`config.mk`:
```
export PLATFORM = sky130hd
export DESIGN_NAME = friction_failure_predictor
export DESIGN_NICKNAME = d
export VERILOG_FILES = /design/src/verilog/prediction_pkg.sv /design/src/verilog/learn_if.sv /design/src/verilog/learn_timer.sv /design/src/verilog/limit_band.sv /design/src/verilog/friction_failure_predictor.sv
export SDC_FILE = /design/constraint.sdc
export NUM_CORES = 1
export LEC_CHECK = 0
export BUFFER_PORTS_ARGS = -buffer_cell sky130_fd_sc_hd__buf_2
export CAP_MARGIN = 15
export CORE_ASPECT_RATIO = 0.75
export CORE_MARGIN = 4
export CORE_UTILIZATION = 68
export DETAILED_ROUTE_END_ITERATION = 10
export GPL_TIMING_DRIVEN = 0
export PLACE_DENSITY = 0.95
export SLEW_MARGIN = 5
export SYNTH_ARGS = -nofsm -noshare
export SYNTH_HDL_FRONTEND = slang
export SYNTH_HIERARCHICAL = 1
export SYNTH_SLANG_ARGS = --single-unit
```
`constraint.sdc`:
```
create_clock -name pclk -period 17.5 [get_ports pclk]
set_input_delay 0.875 -clock pclk [delete_from_list [all_inputs] [get_ports pclk]]
set_output_delay 0.875 -clock pclk [all_outputs]
set_load 0.02 [all_outputs]
```
`src/verilog/prediction_pkg.sv`:
```
// constants, register map and types for the failure prediction block
package prediction_pkg;

  // ==========================================================
  // register offsets (byte addresses)
  localparam logic [7:0] OFS_CTRL = 8'h00;
  localparam logic [7:0] OFS_MULT = 8'h04;
  localparam logic [7:0] OFS_TRAVEL = 8'h08;
  localparam logic [7:0] OFS_FR_AVG = 8'h0c;
  localparam logic [7:0] OFS_FR_STD = 8'h10;
  localparam logic [7:0] OFS_COEF_ONE = 8'h14;
  localparam logic [7:0] OFS_COEF_TWO = 8'h18;
  localparam logic [7:0] OFS_VB_AVG = 8'h1c;
  localparam logic [7:0] OFS_VB_STD = 8'h20;
  localparam logic [7:0] OFS_STATUS = 8'h24;
  localparam logic [7:0] OFS_IRQ_STS = 8'h28;
  localparam logic [7:0] OFS_IRQ_MASK = 8'h2c;
  localparam logic [7:0] OFS_FR_UPPER = 8'h30;
  localparam logic [7:0] OFS_FR_LOWER = 8'h34;
  localparam logic [7:0] OFS_VB_UPPER = 8'h38;

  // ==========================================================
  // field positions
  localparam int CTRL_FR_SEL_LSB = 0;
  localparam int CTRL_VB_SEL_LSB = 4;
  localparam int CTRL_TRAVEL_SEL_LSB = 8;
  localparam int MULT_FR_LSB = 0;
  localparam int MULT_VB_LSB = 4;
  localparam int IRQ_FR_SET = 0;
  localparam int IRQ_FR_CLR = 1;
  localparam int IRQ_VB_SET = 2;
  localparam int IRQ_VB_CLR = 3;
  localparam int IRQ_FR_LEARNED = 4;
  localparam int IRQ_VB_LEARNED = 5;
  localparam int IRQ_BITS = 6;

  // ==========================================================
  // selection codes and reset values
  localparam logic [1:0] SEL_DISABLED = 2'h0;
  localparam logic [1:0] SEL_AUTO = 2'h1;
  localparam logic [1:0] SEL_MANUAL = 2'h2;
  localparam logic [1:0] SEL_RESET = 2'h3;
  localparam logic [3:0] MULT_DEFAULT = 4'h5;
  localparam logic [15:0] SETTING_RESET = 16'h0000;
  localparam int STD_SHIFT = 5;

  // ==========================================================
  // learning times
  localparam logic [1:0] LEARN_CONT_HOURS = 2'h3;
  localparam logic [6:0] LEARN_CUM_HOURS = 7'h5a;
  localparam longint HOUR_S = 3600;
  localparam longint CLK_HZ = 250000000;
  localparam logic [39:0] HOUR_CYCLES = 40'(HOUR_S * CLK_HZ);

  // drive operating mode
  typedef enum logic [1:0] {
    MODE_POSITION = 2'h0,
    MODE_VELOCITY = 2'h1,
    MODE_TORQUE = 2'h2
  } drive_mode_t;

endpackage : prediction_pkg

```
`src/verilog/learn_if.sv`:
```
// learning timer hookup between the controller and its hour counters
interface learn_if;
  logic hour_tick;
  logic running;
  logic counting_mode;
  logic clear;
  logic ready;

  modport timer (input hour_tick, input running, input counting_mode, input clear,
    output ready);
  modport ctrl (output hour_tick, output running, output counting_mode, output clear,
    input ready);
endinterface : learn_if

```
`src/verilog/learn_timer.sv`:
```
// continuous and cumulative operating hour counter for threshold learning
module learn_timer (
  input wire logic pclk,
  input wire logic presetn,
  learn_if.timer lk
);

  typedef struct packed {
    logic [1:0] cont;
    logic [6:0] cum;
  } timer_state_t;

  timer_state_t q;
  timer_state_t d;

  // ==========================================================
  // hour counting
  always_comb begin
    d = q;
    if (lk.clear) begin
      d = '0;
    end else begin
      if (!lk.running) begin
        d.cont = '0; // a stop breaks the continuous run
      end else if (lk.hour_tick && q.cont != prediction_pkg::LEARN_CONT_HOURS) begin
        d.cont = q.cont + 2'h1;
      end
      if (lk.hour_tick && lk.running && lk.counting_mode &&
          q.cum != prediction_pkg::LEARN_CUM_HOURS) begin
        d.cum = q.cum + 7'h01;
      end
    end
  end

  always_ff @(posedge pclk or negedge presetn) begin
    if (!presetn) begin
      q <= '0;
    end else begin
      q <= d;
    end
  end

  // both hour targets reached
  assign lk.ready = (q.cont == prediction_pkg::LEARN_CONT_HOURS) &&
                    (q.cum == prediction_pkg::LEARN_CUM_HOURS);

endmodule : learn_timer

```
`src/verilog/limit_band.sv`:
```
// upper and lower limit from average, deviation and multiplier
module limit_band (
  input wire logic [15:0] average,
  input wire logic [15:0] std_dev,
  input wire logic [3:0] mult,
  output logic signed [21:0] upper,
  output logic signed [21:0] lower
);

  logic [3:0] eff_mult;
  logic [19:0] spread;

  // zero multiplier behaves as the default
  assign eff_mult = (mult == 4'h0) ? prediction_pkg::MULT_DEFAULT : mult;
  assign spread = 20'(std_dev) * 20'(eff_mult);

  // band edges in 0.1 percent units, signed so the lower edge may go negative
  assign upper = $signed({6'h00, average}) + $signed({2'h0, spread});
  assign lower = $signed({6'h00, average}) - $signed({2'h0, spread});

endmodule : limit_band

```
`src/verilog/friction_failure_predictor.sv`:
```
// friction and vibration failure prediction with apb register file
// Operation
// friction warning raised on rising or falling dynamic friction estimate
// no friction or vibration prediction while the drive is in torque mode
// friction learning after half travel span, 3 running and 90 pos/vel hours
// vibration learning needs 3 continuous and 90 pos/vel cumulative hours
// automatic mode never raises the friction warning before learning ends
// manual friction prediction starts once travel exceeds half the span
// selection codes: 0 disabled, 1 automatic, 2 manual, 3 reset
// automatic learning overwrites friction average and deviation settings
// after learning the friction selection becomes manual, code 2
// limits are average plus or minus deviation times multiplier
// multiplier zero acts as multiplier five
// warning raised when friction leaves the band above or below
// warning clears itself when friction returns inside the band
// selection 3 clears learned thresholds at power-up and becomes 1
// software raises multiplier to 6 or more after false warnings
// software loads learned coefficients when entering manual thresholds
// software enables vibration prediction only after gain tuning
// vibration warning raised when vibration level rises above threshold
// friction and vibration warnings are separate readable status flags
module friction_failure_predictor #(
  parameter logic [39:0] HOUR_CYCLES = prediction_pkg::HOUR_CYCLES
) (
  input wire logic pclk,
  input wire logic presetn,
  input wire logic psel,
  input wire logic penable,
  input wire logic pwrite,
  input wire logic [7:0] paddr,
  input wire logic [31:0] pwdata,
  output logic [31:0] prdata,
  output logic pready,
  output logic pslverr,
  input wire logic [15:0] friction_estimate,
  input wire logic friction_estimate_valid,
  input wire logic [15:0] vibration_level,
  input wire logic vibration_level_valid,
  input wire prediction_pkg::drive_mode_t drive_mode,
  input wire logic motor_running,
  input wire logic [31:0] total_travel,
  input wire logic [3:0] prediction_selection_saved,
  output logic [3:0] prediction_selection_setting,
  output logic friction_prediction_warning,
  output logic vibration_prediction_warning,
  output logic irq
);

  typedef struct packed {
    logic init_done;
    logic [1:0] fr_sel;
    logic [1:0] vb_sel;
    logic [3:0] travel_sel;
    logic [3:0] fr_mult;
    logic [3:0] vb_mult;
    logic [15:0] travel_limit;
    logic [15:0] fr_avg;
    logic [15:0] fr_std;
    logic [15:0] coef_one;
    logic [15:0] coef_two;
    logic [15:0] vb_avg;
    logic [15:0] vb_std;
    logic fr_warn;
    logic vb_warn;
    logic fr_learned;
    logic vb_learned;
    logic [5:0] irq_sts;
    logic [5:0] irq_mask;
    logic [31:0] prdata;
    logic pslverr;
    logic [39:0] hour_cnt;
    logic hour_tick;
  } main_state_t;

  main_state_t q;
  main_state_t d;

  learn_if fr_lk ();
  learn_if vb_lk ();

  logic signed [21:0] fr_upper;
  logic signed [21:0] fr_lower;
  logic signed [21:0] vb_upper;
  logic signed [21:0] vb_lower;
  logic signed [21:0] fr_est_s;
  logic signed [21:0] vb_lvl_s;
  logic [19:0] travel_span;
  logic travel_armed;
  logic not_torque;
  logic posvel;
  logic fr_active;
  logic vb_active;
  logic fr_outside;
  logic vb_outside;

  // ==========================================================
  // threshold bands
  // combinational from the stored settings
  limit_band u_fr_band (
    .average(q.fr_avg),
    .std_dev(q.fr_std),
    .mult(q.fr_mult),
    .upper(fr_upper),
    .lower(fr_lower)
  );

  limit_band u_vb_band (
    .average(q.vb_avg),
    .std_dev(q.vb_std),
    .mult(q.vb_mult),
    .upper(vb_upper),
    .lower(vb_lower)
  );

  // ==========================================================
  // learning hour counters
  learn_timer u_fr_timer (
    .pclk(pclk),
    .presetn(presetn),
    .lk(fr_lk)
  );

  learn_timer u_vb_timer (
    .pclk(pclk),
    .presetn(presetn),
    .lk(vb_lk)
  );

  // ==========================================================
  // operating conditions
  // a zero travel span arms on any nonzero total travel
  assign not_torque = (drive_mode != prediction_pkg::MODE_TORQUE);
  assign posvel = (drive_mode == prediction_pkg::MODE_POSITION) ||
                  (drive_mode == prediction_pkg::MODE_VELOCITY);
  assign travel_span = 20'(q.travel_sel) * 20'(q.travel_limit);
  assign travel_armed = total_travel > {13'h0000, travel_span[19:1]};
  assign fr_active = q.init_done && (q.fr_sel == prediction_pkg::SEL_MANUAL) &&
                     travel_armed && not_torque;
  assign vb_active = q.init_done && (q.vb_sel == prediction_pkg::SEL_MANUAL) &&
                     not_torque;
  assign fr_est_s = $signed({6'h00, friction_estimate});
  assign vb_lvl_s = $signed({6'h00, vibration_level});
  assign fr_outside = (fr_est_s > fr_upper) || (fr_est_s < fr_lower);
  assign vb_outside = vb_lvl_s > vb_upper;

  // learning counters: friction waits for the travel span, vibration does not
  // held cleared outside automatic mode
  assign fr_lk.hour_tick = q.hour_tick;
  assign fr_lk.running = motor_running;
  assign fr_lk.counting_mode = posvel;
  assign fr_lk.clear = !(q.fr_sel == prediction_pkg::SEL_AUTO && travel_armed);
  assign vb_lk.hour_tick = q.hour_tick;
  assign vb_lk.running = motor_running;
  assign vb_lk.counting_mode = posvel;
  assign vb_lk.clear = (q.vb_sel != prediction_pkg::SEL_AUTO);

  // ==========================================================
  // next state
  always_comb begin
    logic [31:0] rd;
    logic hit;
    logic [5:0] ev;
    logic [15:0] fr_dev;
    logic [15:0] vb_dev;
    rd = 32'h0000_0000;
    hit = 1'b1;
    ev = 6'h00;
    fr_dev = friction_estimate >> prediction_pkg::STD_SHIFT;
    vb_dev = vibration_level >> prediction_pkg::STD_SHIFT;
    if (fr_dev == 16'h0000) begin
      fr_dev = 16'h0001;
    end
    if (vb_dev == 16'h0000) begin
      vb_dev = 16'h0001;
    end
    d = q;
    d.hour_tick = 1'b0;

    // hour tick divider
    // one-cycle enable, the only hour time base
    if (q.hour_cnt == HOUR_CYCLES - 40'h1) begin
      d.hour_cnt = '0;
      d.hour_tick = 1'b1;
    end else begin
      d.hour_cnt = q.hour_cnt + 40'h1;
    end

    // power-up load of the saved selections; reset request turns into automatic
    if (!q.init_done) begin
      d.init_done = 1'b1;
      d.fr_sel = prediction_selection_saved[1:0];
      d.vb_sel = prediction_selection_saved[5 - 2:2];
      if (prediction_selection_saved[1:0] == prediction_pkg::SEL_RESET) begin
        d.fr_sel = prediction_pkg::SEL_AUTO;
        d.fr_learned = 1'b0;
        d.fr_avg = prediction_pkg::SETTING_RESET;
        d.fr_std = prediction_pkg::SETTING_RESET;
      end
      if (prediction_selection_saved[3:2] == prediction_pkg::SEL_RESET) begin
        d.vb_sel = prediction_pkg::SEL_AUTO;
        d.vb_learned = 1'b0;
        d.vb_avg = prediction_pkg::SETTING_RESET;
        d.vb_std = prediction_pkg::SETTING_RESET;
      end
    end

    // register read mux
    // unmapped words read zero and raise pslverr
    unique case (paddr)
      prediction_pkg::OFS_CTRL: begin
        rd[prediction_pkg::CTRL_FR_SEL_LSB +: 2] = q.fr_sel;
        rd[prediction_pkg::CTRL_VB_SEL_LSB +: 2] = q.vb_sel;
        rd[prediction_pkg::CTRL_TRAVEL_SEL_LSB +: 4] = q.travel_sel;
      end
      prediction_pkg::OFS_MULT: begin
        rd[prediction_pkg::MULT_FR_LSB +: 4] = q.fr_mult;
        rd[prediction_pkg::MULT_VB_LSB +: 4] = q.vb_mult;
      end
      prediction_pkg::OFS_TRAVEL: rd[15:0] = q.travel_limit;
      prediction_pkg::OFS_FR_AVG: rd[15:0] = q.fr_avg;
      prediction_pkg::OFS_FR_STD: rd[15:0] = q.fr_std;
      prediction_pkg::OFS_COEF_ONE: rd[15:0] = q.coef_one;
      prediction_pkg::OFS_COEF_TWO: rd[15:0] = q.coef_two;
      prediction_pkg::OFS_VB_AVG: rd[15:0] = q.vb_avg;
      prediction_pkg::OFS_VB_STD: rd[15:0] = q.vb_std;
      prediction_pkg::OFS_STATUS: begin
        rd[4:0] = {travel_armed, q.vb_learned, q.fr_learned, q.vb_warn, q.fr_warn};
      end
      prediction_pkg::OFS_IRQ_STS: rd[5:0] = q.irq_sts;
      prediction_pkg::OFS_IRQ_MASK: rd[5:0] = q.irq_mask;
      prediction_pkg::OFS_FR_UPPER: rd = 32'(fr_upper);
      prediction_pkg::OFS_FR_LOWER: rd = 32'(fr_lower);
      prediction_pkg::OFS_VB_UPPER: rd = 32'(vb_upper);
      default: hit = 1'b0;
    endcase

    // setup phase captures read data and the error flag
    // pready is tied high, so this is what the access phase shows
    if (psel && !penable) begin
      d.prdata = pwrite ? 32'h0000_0000 : rd;
      d.pslverr = !hit;
    end

    // access phase write
    if (psel && penable && pwrite && hit) begin
      unique case (paddr)
        prediction_pkg::OFS_CTRL: begin
          d.fr_sel = pwdata[prediction_pkg::CTRL_FR_SEL_LSB +: 2];
          d.vb_sel = pwdata[prediction_pkg::CTRL_VB_SEL_LSB +: 2];
          d.travel_sel = pwdata[prediction_pkg::CTRL_TRAVEL_SEL_LSB +: 4];
        end
        prediction_pkg::OFS_MULT: begin
          d.fr_mult = pwdata[prediction_pkg::MULT_FR_LSB +: 4];
          d.vb_mult = pwdata[prediction_pkg::MULT_VB_LSB +: 4];
        end
        prediction_pkg::OFS_TRAVEL: d.travel_limit = pwdata[15:0];
        prediction_pkg::OFS_FR_AVG: d.fr_avg = pwdata[15:0];
        prediction_pkg::OFS_FR_STD: d.fr_std = pwdata[15:0];
        prediction_pkg::OFS_COEF_ONE: d.coef_one = pwdata[15:0];
        prediction_pkg::OFS_COEF_TWO: d.coef_two = pwdata[15:0];
        prediction_pkg::OFS_VB_AVG: d.vb_avg = pwdata[15:0];
        prediction_pkg::OFS_VB_STD: d.vb_std = pwdata[15:0];
        prediction_pkg::OFS_IRQ_STS: d.irq_sts = q.irq_sts & ~pwdata[5:0];
        prediction_pkg::OFS_IRQ_MASK: d.irq_mask = pwdata[5:0];
        default: d.prdata = q.prdata; // read-only words ignore writes
      endcase
    end

    // friction threshold learning overrides a same-cycle software write
    if (q.init_done && q.fr_sel == prediction_pkg::SEL_AUTO && fr_lk.ready &&
        friction_estimate_valid && not_torque) begin
      d.fr_avg = friction_estimate;
      d.fr_std = fr_dev;
      d.fr_sel = prediction_pkg::SEL_MANUAL;
      d.fr_learned = 1'b1;
      ev[prediction_pkg::IRQ_FR_LEARNED] = 1'b1;
    end

    // vibration threshold learning
    if (q.init_done && q.vb_sel == prediction_pkg::SEL_AUTO && vb_lk.ready &&
        vibration_level_valid && not_torque) begin
      d.vb_avg = vibration_level;
      d.vb_std = vb_dev;
      d.vb_sel = prediction_pkg::SEL_MANUAL;
      d.vb_learned = 1'b1;
      ev[prediction_pkg::IRQ_VB_LEARNED] = 1'b1;
    end

    // friction warning: only in manual, held through torque mode
    // the held verdict stays readable while prediction is paused
    if (q.fr_sel != prediction_pkg::SEL_MANUAL) begin
      d.fr_warn = 1'b0;
    end else if (fr_active && friction_estimate_valid) begin
      d.fr_warn = fr_outside;
    end

    // vibration warning
    // vibration has no lower edge, only the upper one
    if (q.vb_sel != prediction_pkg::SEL_MANUAL) begin
      d.vb_warn = 1'b0;
    end else if (vb_active && vibration_level_valid) begin
      d.vb_warn = vb_outside;
    end

    // warning edges raise sticky events, set wins over clear
    ev[prediction_pkg::IRQ_FR_SET] = d.fr_warn && !q.fr_warn;
    ev[prediction_pkg::IRQ_FR_CLR] = !d.fr_warn && q.fr_warn;
    ev[prediction_pkg::IRQ_VB_SET] = d.vb_warn && !q.vb_warn;
    ev[prediction_pkg::IRQ_VB_CLR] = !d.vb_warn && q.vb_warn;
    d.irq_sts = d.irq_sts | ev;
  end

  // ==========================================================
  // state register
  // settings come up zero; saved selections load one edge later
  always_ff @(posedge pclk or negedge presetn) begin
    if (!presetn) begin
      q <= '0;
      q.fr_mult <= 4'h0;
      q.vb_mult <= 4'h0;
      q.fr_avg <= prediction_pkg::SETTING_RESET;
      q.fr_std <= prediction_pkg::SETTING_RESET;
      q.vb_avg <= prediction_pkg::SETTING_RESET;
      q.vb_std <= prediction_pkg::SETTING_RESET;
    end else begin
      q <= d;
    end
  end

  // ==========================================================
  // outputs
  // irq is a level built from registers only
  assign prdata = q.prdata;
  assign pready = 1'b1; // every access completes in one access cycle
  assign pslverr = q.pslverr;
  assign prediction_selection_setting = {q.vb_sel, q.fr_sel};
  assign friction_prediction_warning = q.fr_warn;
  assign vibration_prediction_warning = q.vb_warn;
  assign irq = |(q.irq_sts & q.irq_mask);

endmodule : friction_failure_predictor

```
==> qor.yml <==
run_status:
  status: "finished clean"
die:
  rows: 57
  initial_utilization_pct: 69.5
  die-area_um2: 36300
  core_area_um2: 32600
  die_w_um: 219
  die_h_um: 166
  ios: 159
place:
  detailed_place_hpwl_um: 63300
  portBuffers: 136
  dp_slack_ns: 9.00
  gp_congestion: 1.10
clocking:
  post_cts_buffers: 0
  root_buffer: "clkbuf_16"
  clk_latency_ns: 0.57
  clk_path_buf_depth: 3
  cts_hold_buf: 0
  cts.reportedPaths.clkPinSlew_ns: 0.08
  clkSinkCount: 227
  cts_tree: "yes"
  cts_resized: 0
  h-tree-depth: 1
  cts_inserted_buffers: 24
layout:
  layout-drive-gt1-share_pct: 14.2
  syn2layout_area_growth_pct: 9.47
  regArea_um2: 5680
  nFillCells: 2256
  nets: 3179
  multi_input_area_um2: 15200
timing:
  final.setup.worst_slack_ns: 8.26
  setup_tns_ns: 0
  finalCritPeriodShare_pct: 52.8
  max_freq_ghz: 0.108
  rsz0062_at_grt: "no"
  slew_viol_final: 0
  fin_skew_ns: 0.0189
  worst_slew_pin_slew_ns: 1.29
  hold_violations: 0
  min_period_ns: 9.24
  relSlewSlack_pct: 14.1
  setup_violations: 0
flow_run:
  cap_violations: 0
synth:
  syn_avg_cell_area_um2: 8.68
  synthesis.area_um2: 22600
  syn-instance-count: 2609
  yosysWarnings: 6
setup_path:
  critPathLaunchType: "flip-flop"
  crit_required_ns: 17.95
  path_max_fanout: 10
  crit_slowest_cell: "o21bai_1"
  cp.arrival_ns: 9.69
  critPathKind: "reg2reg"
  slowest_delay_ns: 0.60
  endpoint_kind: "flip-flop"
power:
  pwr_density_cell_nw_per_um2: 48.6
  p_leak_nw: 11.9
  peakVddDrop_mv: 0.0683
grt:
  antenna_found_initial: 2
  grt_use_total_pct: 43.6
  grt_max_degree: 110
  grt_pass1_wl_um: 124000
  grt_pass1_vias: 21300
  overflow: 0
route:
  avgRoutedWirePerCell_um: 24.9
  drt_iter0_markers: 3143
  dr.pass1.iters: 8
  vias: 22000
  final_antenna_net_count: 0
  vias_per_cell: 6.80
  drcViolationCount: 0
  drt_wl_total_um: 80600
hold_path:
  hold_path_class: "in2async"
[final timing paths]
| path | startpoint | to | slack [ns] | cells past startpoint |
|---|---|---|---|---|
| min in group pclk | prdata[15]$_DFFE_PN0P_ | prdata[15]$_DFFE_PN0P_ | 0.48 | 2 |
| setup / recovery | q[205]$_DFFE_PN0P_ | q[82]$_DFF_PN0_ | 8.26 | 29 |
| hold reg to reg | prdata[15]$_DFFE_PN0P_ | prdata[15]$_DFFE_PN0P_ | 0.48 | 2 |
| hold / removal | presetn | prdata[18]$_DFFE_PN0P_ | 0.12 | 1 |
| max in group asynchronous | presetn | q[17]$_DFF_PN0_ | 16.56 | 2 |
| setup reg to reg | q[205]$_DFFE_PN0P_ | q[82]$_DFF_PN0_ | 8.26 | 29 |
[power by group]
group | internal, mW | leakage, nW | switching [mW] | total [mW]
combinational | 0.0375 | 8.41 | 0.0844 | 0.122
clock | 0.303 | 0.393 | 0.244 | 0.547
sequential | 0.529 | 3.14 | 0.00616 | 0.535
total | 0.870 | 11.9 | 0.334 | 1.20
[critical path: cells and delay by family, from the launching register on]
family	cells	cell delay, ns
flip-flops	1	0.59
AO/OA/AOI/OAI	11	3.36
AND/OR/NAND/NOR	7	1.91
adder cells (fa/ha/maj)	5	2.03
XOR/XNOR	2	0.37
buffers and inverters	4	0.83
[flip-flops by register name, summed over array words and instances, names as in the netlist]
signal and flops:
q 179, u_fr_timer/q 9, prediction_selection_setting 4, vibration_prediction_warning 1
fr_lk.hour_tick 1, friction_prediction_warning 1, pslverr 1, prdata 22
u_vb_timer/q 9
[metrics by stage]
step           total power, mW  instances  hold slack, ns  cell area, um2  utilization (%)
6_report                  1.20       3237           0.124           24800             76.1
5_1_grt                   1.23       3235           0.129           24800             76.0
4_1_cts                   1.19       3234           0.130           24800             76.0
3_5_place_dp             0.659       3191           0.470           24000             73.5
3_3_place_gp             0.654       3188           0.463           23900             73.3
2_1_floorplan            0.596       2610           0.442           22600                -
[cell usage in the layout (no fill, tap or decap), drive strengths merged, types with 7 or more instances in the layout]
master  instances
o22ai           9
o21a           12
nand3b          8
nor4           17
o21ai          89
o211ai          8
fa             87
nand2         249
a221oi         10
clkbuf        118
mux4            7
nand3         123
buf           208
o31ai          13
mux2           81
xor2           40
a21o           44
nor2          157
nand4          31
and3           18
a211oi         27
ha            199
or2            10
o21bai         26
and4           10
nand2b         13
a22o           17
inv           257
nor2b          24
or3             9
dfrtp         227
a31oi          75
a21oi         145
or4             9
and2          141
mux2i          28
xnor2          93
nor3           31
a22oi          32
[layer usage]
layer,GRT usage [%],share of wire [%],up-vias
met4,12.7,4.2,4
met1,62.4,40,10600
met5,0,0.11,-
li1,-,-,9383
met2,62.1,40,1676
met3,16.4,15,320
[area by class of cell]
cell class	count	area share, %
diodes	3	0.0303
well taps	442	2.23
flip-flops and latches	227	22.9
inverters	255	3.86
repair buffers	139	3.03
multi-input cells	1971	61.2
clock inverters	13	0.646
plain buffers	157	3.37
clock buffers	30	2.68
No activity file was read; power rests on OpenSTA's default activity.
